`src/design/tocm_defines.vh`:
```
// Register offsets, field positions, reset values and mode codes for the timer compare block
`ifndef TOCM_DEFINES_VH
`define TOCM_DEFINES_VH

`define TOCM_REG_CTRL 12'h000
`define TOCM_REG_STATUS 12'h004
`define TOCM_REG_COUNT 12'h008
`define TOCM_REG_CMPA 12'h00c
`define TOCM_REG_CMPB 12'h010
`define TOCM_REG_CAPTURE 12'h014
`define TOCM_REG_TEMP 12'h018
`define TOCM_REG_FORCE 12'h01c

`define TOCM_CTRL_MODE_LSB 0
`define TOCM_CTRL_ACTA_LSB 4
`define TOCM_CTRL_ACTB_LSB 6
`define TOCM_CTRL_IEA_BIT 8
`define TOCM_CTRL_IEB_BIT 9
`define TOCM_CTRL_IEOV_BIT 10
`define TOCM_CTRL_IECAP_BIT 11
`define TOCM_CTRL_RESET 32'h0000_0000

`define TOCM_ST_FLAGA_BIT 0
`define TOCM_ST_FLAGB_BIT 1
`define TOCM_ST_OVF_BIT 2
`define TOCM_ST_CAP_BIT 3

`define TOCM_MODE_NORMAL 4'h0
`define TOCM_MODE_CTC_A 4'h4
`define TOCM_MODE_CTC_CAP 4'hc
`define TOCM_MODE_FAST_CAP 4'he
`define TOCM_MODE_FAST_A 4'hf
`define TOCM_MAX 16'hffff
`define TOCM_BOTTOM 16'h0000

`define TOCM_ACT_NONE 2'h0
`define TOCM_ACT_TOGGLE 2'h1
`define TOCM_ACT_CLEAR 2'h2
`define TOCM_ACT_SET 2'h3

`endif

```
`src/design/tocm_channel.v`:
```
// One output compare channel: buffered compare value, match detect and output latch
`timescale 1ns/1ns
`include "tocm_defines.vh"

module tocm_channel #(
  parameter WIDTH = 16
) (
  input wire pclk,
  input wire presetn,
  input wire [WIDTH-1:0] count,
  input wire tick,
  input wire pwm_mode,
  input wire update_now,
  input wire at_bottom,
  input wire block,
  input wire [1:0] action,
  input wire wr_en,
  input wire [WIDTH-1:0] wr_data,
  input wire force_strobe,
  output wire [WIDTH-1:0] rd_value,
  output wire [WIDTH-1:0] active_value,
  output wire match_raw,
  output wire match_event,
  output reg out_latch
);

  reg [WIDTH-1:0] compare_value;
  reg [WIDTH-1:0] buffer_value;
  reg [1:0] eff_action;

  assign match_raw = (count == compare_value);
  assign match_event = tick & match_raw & ~block;
  // In buffered modes software sees the buffer, else the live value
  assign rd_value = pwm_mode ? buffer_value : compare_value;
  assign active_value = compare_value;

  always @(posedge pclk or negedge presetn) begin
    if (!presetn) begin
      compare_value <= {WIDTH{1'b0}};
      buffer_value <= {WIDTH{1'b0}};
    end else begin
      if (wr_en) begin
        buffer_value <= wr_data;
      end
      if (wr_en && !pwm_mode) begin
        compare_value <= wr_data;
      end else if (pwm_mode && update_now) begin
        compare_value <= wr_en ? wr_data : buffer_value;
      end
    end
  end

  // Action bits act directly, no shadow copy
  always @* begin
    eff_action = action;
  end

  always @(posedge pclk or negedge presetn) begin
    if (!presetn) begin
      out_latch <= 1'b0;
    end else if (!pwm_mode && (match_event || force_strobe)) begin
      case (eff_action)
        `TOCM_ACT_TOGGLE: out_latch <= ~out_latch;
        `TOCM_ACT_CLEAR: out_latch <= 1'b0;
        `TOCM_ACT_SET: out_latch <= 1'b1;
        default: out_latch <= out_latch;
      endcase
    end else if (pwm_mode && eff_action[1]) begin
      // Mode 2 clears on match and sets at bottom; mode 3 the reverse
      if (match_event) begin
        out_latch <= eff_action[0];
      end else if (tick && at_bottom) begin
        out_latch <= ~eff_action[0];
      end
    end
  end

endmodule

```
`src/design/tocm_apb.v`:
```
// APB slave decode with the shared high-byte latch for 16-bit registers
`timescale 1ns/1ns
`include "tocm_defines.vh"

module tocm_apb (
  input wire pclk,
  input wire presetn,
  input wire psel,
  input wire penable,
  input wire pwrite,
  input wire [11:0] paddr,
  input wire [31:0] pwdata,
  output wire pready,
  output wire pslverr,
  output wire wr_fire,
  output wire rd_fire,
  output wire hit_ctrl,
  output wire hit_status,
  output wire hit_count,
  output wire hit_cmpa,
  output wire hit_cmpb,
  output wire hit_capture,
  output wire hit_temp,
  output wire hit_force,
  output reg [7:0] temp_high,
  output wire [15:0] word16
);

  wire access;
  wire mapped;

  assign access = psel & penable;
  assign hit_ctrl = (paddr == `TOCM_REG_CTRL);
  assign hit_status = (paddr == `TOCM_REG_STATUS);
  assign hit_count = (paddr == `TOCM_REG_COUNT);
  assign hit_cmpa = (paddr == `TOCM_REG_CMPA);
  assign hit_cmpb = (paddr == `TOCM_REG_CMPB);
  assign hit_capture = (paddr == `TOCM_REG_CAPTURE);
  assign hit_temp = (paddr == `TOCM_REG_TEMP);
  assign hit_force = (paddr == `TOCM_REG_FORCE);
  assign mapped = hit_ctrl | hit_status | hit_count | hit_cmpa | hit_cmpb | hit_capture
    | hit_temp | hit_force;
  // Zero wait states; unmapped addresses answer with an error
  assign pready = 1'b1;
  assign pslverr = access & ~mapped;
  assign wr_fire = access & pwrite & mapped;
  assign rd_fire = access & ~pwrite & mapped;
  // Low-byte write merges the latched high byte in the same cycle
  assign word16 = {temp_high, pwdata[7:0]};

  always @(posedge pclk or negedge presetn) begin
    if (!presetn) begin
      temp_high <= 8'h00;
    end else if (wr_fire && hit_temp) begin
      temp_high <= pwdata[7:0];
    end
  end

endmodule

```
`src/design/tocm_top.v`:
```
// Timer/counter output compare block with APB registers
`timescale 1ns/1ns
`include "tocm_defines.vh"

module tocm_top #(
  parameter WIDTH = 16
) (
  input wire pclk,
  input wire presetn,
  input wire psel,
  input wire penable,
  input wire pwrite,
  input wire [11:0] paddr,
  input wire [31:0] pwdata,
  output reg [31:0] prdata,
  output wire pready,
  output wire pslverr,
  input wire timer_tick,
  input wire capture_event,
  input wire [1:0] irq_ack,
  input wire overflow_ack,
  input wire capture_ack,
  input wire [1:0] port_value,
  input wire [1:0] compare_pin_direction,
  output wire [1:0] pin_out,
  output wire [1:0] pin_oe,
  output wire [1:0] compare_irq,
  output wire overflow_irq,
  output wire capture_irq,
  output wire [1:0] compare_output
);

  ////////////////////////////////////////////////////////////////////////////////
  // Bus slave

  wire wr_fire;
  wire rd_fire;
  wire hit_ctrl;
  wire hit_status;
  wire hit_count;
  wire hit_cmpa;
  wire hit_cmpb;
  wire hit_capture;
  wire hit_temp;
  wire hit_force;
  wire [7:0] temp_high;
  wire [15:0] word16;

  tocm_apb u_apb (
    .pclk(pclk),
    .presetn(presetn),
    .psel(psel),
    .penable(penable),
    .pwrite(pwrite),
    .paddr(paddr),
    .pwdata(pwdata),
    .pready(pready),
    .pslverr(pslverr),
    .wr_fire(wr_fire),
    .rd_fire(rd_fire),
    .hit_ctrl(hit_ctrl),
    .hit_status(hit_status),
    .hit_count(hit_count),
    .hit_cmpa(hit_cmpa),
    .hit_cmpb(hit_cmpb),
    .hit_capture(hit_capture),
    .hit_temp(hit_temp),
    .hit_force(hit_force),
    .temp_high(temp_high),
    .word16(word16)
  );

  ////////////////////////////////////////////////////////////////////////////////
  // Control register

  reg [11:0] ctrl;
  wire [3:0] waveform_mode_sel;
  wire [1:0] compare_output_action [0:1];
  wire [1:0] compare_irq_enable;
  wire overflow_irq_enable;
  wire capture_irq_enable;

  assign waveform_mode_sel = ctrl[`TOCM_CTRL_MODE_LSB +: 4];
  assign compare_output_action[0] = ctrl[`TOCM_CTRL_ACTA_LSB +: 2];
  assign compare_output_action[1] = ctrl[`TOCM_CTRL_ACTB_LSB +: 2];
  assign compare_irq_enable = {ctrl[`TOCM_CTRL_IEB_BIT], ctrl[`TOCM_CTRL_IEA_BIT]};
  assign overflow_irq_enable = ctrl[`TOCM_CTRL_IEOV_BIT];
  assign capture_irq_enable = ctrl[`TOCM_CTRL_IECAP_BIT];

  // Mode change touches neither counter nor output latches
  always @(posedge pclk or negedge presetn) begin
    if (!presetn) begin
      ctrl <= 12'h000;
    end else if (wr_fire && hit_ctrl) begin
      ctrl <= pwdata[11:0];
    end
  end

  ////////////////////////////////////////////////////////////////////////////////
  // Mode decode; only the mode bits steer counting

  wire pwm_mode;
  wire top_from_a;
  wire top_from_cap;
  wire fixed_top;
  reg [15:0] top_value;
  wire [15:0] cap_value;
  wire [15:0] active_a;

  // Twelve PWM modes: every code except 0, 4, 12 and 13
  assign pwm_mode = (waveform_mode_sel != `TOCM_MODE_NORMAL)
    && (waveform_mode_sel != `TOCM_MODE_CTC_A)
    && (waveform_mode_sel != `TOCM_MODE_CTC_CAP)
    && (waveform_mode_sel != 4'hd);
  assign top_from_a = (waveform_mode_sel == `TOCM_MODE_CTC_A)
    || (waveform_mode_sel == `TOCM_MODE_FAST_A);
  assign top_from_cap = (waveform_mode_sel == `TOCM_MODE_CTC_CAP)
    || (waveform_mode_sel == `TOCM_MODE_FAST_CAP);
  assign fixed_top = ~top_from_a & ~top_from_cap & pwm_mode;

  // Only single-slope counting is built; dual-slope codes count up the same way
  always @* begin
    case (waveform_mode_sel[1:0])
      2'h1: top_value = 16'h00ff;
      2'h2: top_value = 16'h01ff;
      2'h3: top_value = 16'h03ff;
      default: top_value = `TOCM_MAX;
    endcase
    if (top_from_a) begin
      top_value = active_a;
    end else if (top_from_cap) begin
      top_value = cap_value;
    end else if (!fixed_top) begin
      top_value = `TOCM_MAX;
    end
  end

  ////////////////////////////////////////////////////////////////////////////////
  // Counter

  reg [15:0] timer_count;
  reg block_pending;
  wire count_write;
  wire at_top;
  wire at_bottom;
  wire top_hit;
  wire [15:0] next_count;

  assign count_write = wr_fire & hit_count;
  assign at_top = (timer_count == top_value);
  assign at_bottom = (timer_count == `TOCM_BOTTOM);
  // A blocked top match lets the counter run on to the maximum
  assign top_hit = at_top & ~block_pending & (top_value != `TOCM_MAX);
  // At the maximum the plain carry does the wrap, so no clear is needed
  assign next_count = top_hit ? `TOCM_BOTTOM : timer_count + 16'h0001;

  always @(posedge pclk or negedge presetn) begin
    if (!presetn) begin
      timer_count <= 16'h0000;
    end else if (count_write) begin
      timer_count <= word16;
    end else if (timer_tick) begin
      timer_count <= next_count;
    end
  end

  // Block stays armed until a timer tick consumes it, even while stopped
  always @(posedge pclk or negedge presetn) begin
    if (!presetn) begin
      block_pending <= 1'b0;
    end else if (count_write) begin
      block_pending <= 1'b1;
    end else if (timer_tick) begin
      block_pending <= 1'b0;
    end
  end

  ////////////////////////////////////////////////////////////////////////////////
  // Compare channels

  wire [15:0] rd_value [0:1];
  wire [15:0] active_value [0:1];
  wire [1:0] match_event;
  wire [1:0] match_raw;
  wire [1:0] cmp_hit;
  wire [1:0] force_fire;
  wire update_now;
  wire wrap_now;

  assign cmp_hit = {hit_cmpb, hit_cmpa};
  assign active_a = active_value[0];
  // The counter really returns to bottom; a write in the same cycle wins
  assign wrap_now = ~count_write & (top_hit | (at_top & (top_value == `TOCM_MAX)));
  // Single-slope modes reload at the top wrap
  assign update_now = timer_tick & wrap_now;

  genvar gi;
  generate
    for (gi = 0; gi < 2; gi = gi + 1) begin : g_ch
      // Strobe bits store nothing
      assign force_fire[gi] = wr_fire & hit_force & pwdata[gi] & ~pwm_mode;
      tocm_channel #(
        .WIDTH(WIDTH)
      ) u_ch (
        .pclk(pclk),
        .presetn(presetn),
        .count(timer_count),
        .tick(timer_tick),
        .pwm_mode(pwm_mode),
        .update_now(update_now),
        .at_bottom(wrap_now),
        .block(block_pending),
        .action(compare_output_action[gi]),
        .wr_en(wr_fire & cmp_hit[gi]),
        .wr_data(word16),
        .force_strobe(force_fire[gi]),
        .rd_value(rd_value[gi]),
        .active_value(active_value[gi]),
        .match_raw(match_raw[gi]),
        .match_event(match_event[gi]),
        .out_latch(compare_output[gi])
      );
      // Action nonzero hands the pin to the compare output
      assign pin_out[gi] = (compare_output_action[gi] != `TOCM_ACT_NONE)
        ? compare_output[gi] : port_value[gi];
      assign pin_oe[gi] = compare_pin_direction[gi];
    end
  endgenerate

  ////////////////////////////////////////////////////////////////////////////////
  // Capture register

  reg [15:0] capture_value;
  reg capture_sync1;
  reg capture_sync2;
  reg capture_prev;
  wire capture_rise;
  wire capture_hit;

  assign cap_value = capture_value;
  assign capture_rise = capture_sync2 & ~capture_prev;
  // Edge detector is off while the capture value sets the top
  assign capture_hit = capture_rise & ~top_from_cap;

  always @(posedge pclk or negedge presetn) begin
    if (!presetn) begin
      capture_sync1 <= 1'b0;
      capture_sync2 <= 1'b0;
      capture_prev <= 1'b0;
      capture_value <= 16'h0000;
    end else begin
      capture_sync1 <= capture_event;
      capture_sync2 <= capture_sync1;
      capture_prev <= capture_sync2;
      if (top_from_cap && wr_fire && hit_capture) begin
        capture_value <= word16;
      end else if (capture_rise && !top_from_cap) begin
        capture_value <= timer_count;
      end
    end
  end

  ////////////////////////////////////////////////////////////////////////////////
  // Flags; a setting event wins over a clear in the same cycle

  reg [3:0] flags;
  wire [3:0] flag_set;
  wire [3:0] flag_clr;
  wire ovf_set;

  // Normal and CTC counting flag the carry from the maximum to zero
  // PWM modes flag the wrap at top instead
  assign ovf_set = timer_tick & ~count_write
    & (pwm_mode ? wrap_now : (timer_count == `TOCM_MAX));
  // Compare and overflow flags set on the tick following detection; the capture flag sets on the next clock after the edge, tick or not
  assign flag_set = {capture_hit, ovf_set, match_event};
  assign flag_clr = ({4{wr_fire & hit_status}} & pwdata[3:0])
    | {capture_ack, overflow_ack, irq_ack};

  // A clear in the cycle of a new event loses, so no event is dropped
  always @(posedge pclk or negedge presetn) begin
    if (!presetn) begin
      flags <= 4'h0;
    end else begin
      flags <= flag_set | (flags & ~flag_clr);
    end
  end

  assign compare_irq = flags[1:0] & compare_irq_enable;
  assign overflow_irq = flags[`TOCM_ST_OVF_BIT] & overflow_irq_enable;
  assign capture_irq = flags[`TOCM_ST_CAP_BIT] & capture_irq_enable;

  ////////////////////////////////////////////////////////////////////////////////
  // Read data; compare reads bypass the high-byte latch
  // Force strobes read back as zero since they store nothing

  always @* begin
    prdata = 32'h0000_0000;
    if (rd_fire) begin
      if (hit_ctrl) begin
        prdata = {20'h00000, ctrl};
      end else if (hit_status) begin
        prdata = {28'h0000000, flags};
      end else if (hit_count) begin
        prdata = {16'h0000, timer_count};
      end else if (hit_cmpa) begin
        prdata = {16'h0000, rd_value[0]};
      end else if (hit_cmpb) begin
        prdata = {16'h0000, rd_value[1]};
      end else if (hit_capture) begin
        prdata = {16'h0000, capture_value};
      end else if (hit_temp) begin
        prdata = {24'h000000, temp_high};
      end
    end
  end

endmodule

```
`config.mk`:
```
export PLATFORM = sky130hd
export DESIGN_NAME = tocm_top
export DESIGN_NICKNAME = d
export VERILOG_FILES = /design/src/design/tocm_channel.v /design/src/design/tocm_apb.v /design/src/design/tocm_top.v
export VERILOG_INCLUDE_DIRS = /design/src /design/src/design
export SDC_FILE = /design/constraint.sdc
export NUM_CORES = 1
export LEC_CHECK = 0
export ABC_AREA = 1
export BUFFER_PORTS_ARGS = -buffer_cell sky130_fd_sc_hd__buf_2
export CAP_MARGIN = 20
export CELL_PAD_IN_SITES_DETAIL_PLACEMENT = 1
export CELL_PAD_IN_SITES_GLOBAL_PLACEMENT = 1
export CORE_AREA = 2 2 157 144
export DETAILED_ROUTE_END_ITERATION = 6
export DIE_AREA = 0 0 159 146
export PLACE_DENSITY = 0.72
export SETUP_SLACK_MARGIN = 0.02
export SYNTH_ARGS = -nofsm -noshare
export SYNTH_HDL_FRONTEND = slang
export SYNTH_SLANG_ARGS = --single-unit
```
`constraint.sdc`:
```
create_clock -name pclk -period 4.4 [get_ports pclk]
set_clock_uncertainty 0.05 [all_clocks]
set_input_delay 0.22 -clock pclk [delete_from_list [all_inputs] [get_ports pclk]]
set_output_delay 0.22 -clock pclk [all_outputs]
set_load 0.05 [all_outputs]
```
# Word level (Yosys, flattened, before mapping)
# Index checks and enable logic that the tools add are counted.
# op_classes
reduce_logical,36
n_mux,40
bitwise_logic,58
n_addsub,1
eq_ne,31
# op_table
operator,count
$mux 16,23
$eq 12x5->1 const B,4
$eq 16x16->1,3
$pmux 16 s3,1
$and 1x1->1,32
$eq 16x16->1 const B,2
$eq 12x4->1 const B,2
$add 16x1->16 const B,1
$logic_and 1x1->1,16
$ne 16x16->1 const B,1
$ne 4x4->1 const B,4
$reduce_bool 2->1,8
$mux 1,13
$eq 12x3->1 const B,1
$eq 2x2->1 const B,6
$eq 4x4->1 const B,3
$logic_not 12->1,1
$not 1->1,12
$and 4x4->4,2
$mux 8,1
$or 1x1->1,8
$or 4x4->4,2
$eq 2x1->1 const B,3
$pmux 1 s3,2
9 further kinds,15
# totals
output_inout_bits,44
inputBits,59
elab_cells,181
regBits,126

# Longest topological paths before layout
# logic_depth
ltp_word,18
ltp_mapped,22
ltp_nobuf,22

# By module
# Synthesis repeated with hierarchy kept, for this count alone.
# unflattened
hier_cells,1275
hier_area_um2,9003.6
# modules_own_cells
mod,seq_area_each_um2,area_each_um2,cells_per_inst,n_inst
tocm_top,1301.2,4526.8,686,1
tocm_channel,825.8,1869.3,246,2
tocm_apb,200.2,738.2,97,1

# Worst setup path after synthesis
# No wires, ideal clock.
# synth_path
path_kind,reg2out
from,register ctrl[0]
to,output prdata[14]
arrival_ns,3.107
path_buffers,2
path_stages_with_launch,12
slack_ns,1.023
t_required_ns,4.130
cell_sequence,dfrtp_1 inv_1 ha_1 inv_1 nand2_1 nand2_1 clkbuf_1 clkbuf_1 nor2_1 a211oi_1 a21oi_1 a221oi_1
# synth_via
elab_chain_len,11
word_cells_on_any_way,15
cone_classes,eq/ne: 3; mux: 8; reduce/logical: 4
# synth_rtl
element,line_no,text
from (decl),tocm_top.v:76,reg [11:0] ctrl;
from (signal assigned),tocm_top.v:95,ctrl <= pwdata[11:0];
$ne 4x3->1 (no source line) / $reduce_bool 4->1 (equally long branches),-,
$logic_and 1x1->1 (2 in series),tocm_top.v:111,assign pwm_mode = (waveform_mode_sel != `TOCM_MODE_NORMAL)
$logic_and 1x1->1 *,tocm_top.v:111,
$mux 16,tocm_channel.v:34,assign rd_value = pwm_mode ? buffer_value : compare_value;
$mux 16,tocm_top.v:308,end else if (hit_cmpb) begin
$mux 16 *,tocm_top.v:306,end else if (hit_cmpa) begin
$mux 16 *,tocm_top.v:304,end else if (hit_count) begin
$mux 16 *,tocm_top.v:302,end else if (hit_status) begin
$mux 16 *,tocm_top.v:300,if (hit_ctrl) begin
$mux 16 *,tocm_top.v:299,if (rd_fire) begin
to (decl),tocm_top.v:15,"output reg [31:0] prdata,"
# Every way passes the cells marked *; elsewhere a longest branch is shown, timed or not.

# Worst setup path after layout
# layout_path
from,register ctrl[0]
to,output prdata[4]
# Same word-level chain as after synthesis.

==> results.toml <==
[outcome]
status = "complete, but fails checks"
violations = "negative hold slack"

[clocking]
cts.sinks = 126
root_buffer = "clkbuf_16"
cts_buffers = 17
clkTransAtPathRegs_ns = 0.06
cts_max_path_buffers = 2
cts_setup_buffers = 0
htreeDepth = 4
clk_latency_ns = 0.43
cts_tree = "done"

[final_layout]
nets = 1323
diodes = 0
final_cells = 1559
area_delta_synth_final_pct = 13.7
drive_above_1_share_pct = 11.1

[min_path]
holdCritPathClass = "primary input to flop"
whs_endpoint = "flags[3]$_DFF_PN0_"
hold_depth = 4
hp-start = "capture_ack"

[worst_setup_path]
reg2reg_slack_ns = 0.84
start_kind = "flop"
critical_path_arrival_ns = 3.56
reg2reg_to = "timer_count[10]$_DFFE_PN0P_"
crit_family = "buffers and inverters"
crit_path_cell_trace = "inv_1, ha_1, inv_1, nand2_1, nand2_1, inv_1, buf_4, nand2_1, a31oi_1, o21ai_0, o211ai_1, o211ai_1, a21oi_1, buf_2"
r2r_start = "ctrl[0]$_DFFE_PN0P_"
crit_buf_inv = 5
worstPathMaxFanout = 16
path_class = "flop to output pin"
cp_slowest_stage_delay_ns = 0.42
rr_worst_depth = 15
slowest_stage = "dfrtp_1"
end_kind = "output pin"
crit_start = "ctrl[0]$_DFFE_PN0P_"
crit_required_ns = 4.13

[power]
power.leakage_nw = 4.57
p_sw_uw = 979
pwr_density_cell_nw_per_um2 = 337
p_seq_share_pct = 39.3
peakVddDrop_mv = 0.246
pwr-share-comb_pct = 12.4
finalPower_mw = 3.26
p_clk_share_pct = 48.4
switching_share_pct = 30.0
p_int_mw = 2.28

[routing]
wl_mm = 34.9
wl_per_cell_um = 22.4
first_pass_iters = 5
drc = 0
drt-initial-drc-count = 921
vias_per_cell = 5.65
antenna_left = 0
vias = 8808

[global_routing]
grt-ovfl-total = 0
grt_usage_pct = 30.2
antenna_found_initial = 0
grt_pass1_wl_mm = 53.0
grt_pass1_vias = 8544
grt_max_degree = 94

[floorplan]
fp.dieW_um = 159
die_h_um = 146
num_rows = 51
initial_core_util_pct = 39.6
core-area_um2 = 21400
dieArea_um2 = 23200
io_pins = 103

[timing]
fin_ws_ns = 0.571
slew_headroom_pct = 36.8
fmax_mhz = 261
rsz0062_at_grt = "no"
setup_violations = 0
slew_violations = 0
period_needed_ns = 3.83
tightest_slew_ns = 0.948
hold_slack_ns = -0.000616
period_share_pct = 87.0
setup_tns_ns = 0
final-hold-violation-count = 1

[yosys]
synth_warnings = 0
synth_ff_type = "dfrtp_1"
synthTopCellsByArea = "dfrtp_1 (37%), nand2_1 (15%), inv_1 (6.9%)"
synth_common_cells = "nand2_1 (333), inv_1 (156), dfrtp_1 (126), o21ai_0 (106), nor2_1 (91)"
synth_edf_count = 0
synth_most_common_cell = "nand2_1"
ys_seq_elements = 126
netlist_area_um2 = 8490
seq_area_frac_synth_pct = 37.1
yosys.area.top_type_share_pct = 37.1
synth_top_area_cell = "dfrtp_1"
postSynthCellCount = 1209
ys_async_sr_fraction_pct = 100
syn_avg_cell_area_um2 = 7.02
ys_types = 47

[placement]
placement.io_buffers = 61
place_inst = 1520
post-dp-hpwl_mm = 26.2
gp_congestion = 0.945
place_ws_ns = 0.893

[run]
maxCapViolCount = 0
==> how the worst max path moves through the flow <==
stage,to,cells after the start
3_5_place_dp,timer_count[10]$_DFFE_PN0P_,15
4_1_cts,prdata[4],14
2_1_floorplan,prdata[14],11
3_3_place_gp,timer_count[15]$_DFFE_PN0P_,15
6_report,prdata[4],14
5_1_grt,prdata[4],14
==> kinds of logic after synthesis <==
group	share of synthesized area, %
flip-flops	37.1
multiplexers	0.530
XOR/XNOR	2.78
AND/OR/NAND/NOR	28.9
adder cells (fa/ha/maj)	1.33
other	0.0884
AO/OA/AOI/OAI	17.3
buffers and inverters	11.9
==> stage by stage <==
stage	instance area (um^2)	util (%)	hold WS (ns)
after floorplan	8550	-	-0.126
after global placement	8960	41.8	0.280
after detailed placement	8960	41.8	0.291
after CTS	9660	45.0	0.00293
after global routing	9660	45.0	0.0217
final	9660	45.0	-0.000616
==> metal layers <==
layer / global-route usage, % / part of all wire (%) / vias to the layer above
li1: - / - / 4042
met4: 10.8 / 3.0 / 0
met5: 0 / 0 / -
met1: 43.0 / 45 / 4304
met3: 6.47 / 8.9 / 54
met2: 45.2 / 44 / 408
==> cell type report <==
type / instances / area [um^2]
clock inverter: 12 / 184
timing repair buffer: 85 / 509
sequential: 126 / 3150
clock buffer: 20 / 447
tap: 291 / 364
fill: 2776 / 11800
multi-input combinational: 863 / 4390
inverter: 162 / 608
==> cell usage in the layout, fill, tap and decap left out, types with 9 or more instances in the layout <==
cell         n
a21oi_1     27
a22oi_1     13
buf_2       60
buf_4       17
clkbuf_16   17
conb_1      17
dfrtp_1    126
ha_1         9
inv_1      156
nand2_1    333
nand3_1     52
nand4_1     28
nor2_1      91
nor3_1      19
o211ai_1    21
o21ai_0    106
o21ai_1     28
o221ai_1    25
xor2_1      19
==> worst register-to-register path, cell delays in order (launching register included) <==
cell and delay, ns:
dfrtp_1 0.42, inv_1 0.17, ha_1 0.30, nor2_1 0.11, nor2_4 0.48, nand4_1 0.25, nand3_1 0.13, nand2_1 0.10
nor2_1 0.10, nand2_1 0.07, nor2_1 0.09, nand3_1 0.13, nor2_4 0.19, nand3_1 0.17, nand2_1 0.46, o21ai_0 0.18
==> sequential cells by signal (all words and copies together), names as in the netlist, 2 cells and up <==
| register | count |
|---|---|
| timer_count | 16 |
| cap_value | 16 |
| flags | 4 |
| u_apb.temp_high | 8 |
| g_ch.u_ch.out_latch | 2 |
| g_ch.u_ch.active_value | 32 |
| ctrl | 12 |
| g_ch.u_ch.buffer_value | 32 |
==> power groups by stage <==
| stage | logic (mW) | registers (mW) | clock network [mW] |
|---|---|---|---|
| 2_1_floorplan | 0.284 | 1.24 | 0 |
| 3_3_place_gp | 0.377 | 1.29 | 0 |
| 3_5_place_dp | 0.379 | 1.30 | 0 |
| 4_1_cts | 0.391 | 1.27 | 1.58 |
| 5_1_grt | 0.433 | 1.28 | 1.62 |
| 6_report | 0.404 | 1.28 | 1.58 |
==> repair_timing <==
| action | 4_1_cts | 5_1_grt |
|---|---|---|
| endpoints found under the hold margin | 98 | 0 |
| gates resized for setup | 0 | 0 |
| hold buffers | 7 | 0 |
(Power assumes the default switching activity.)
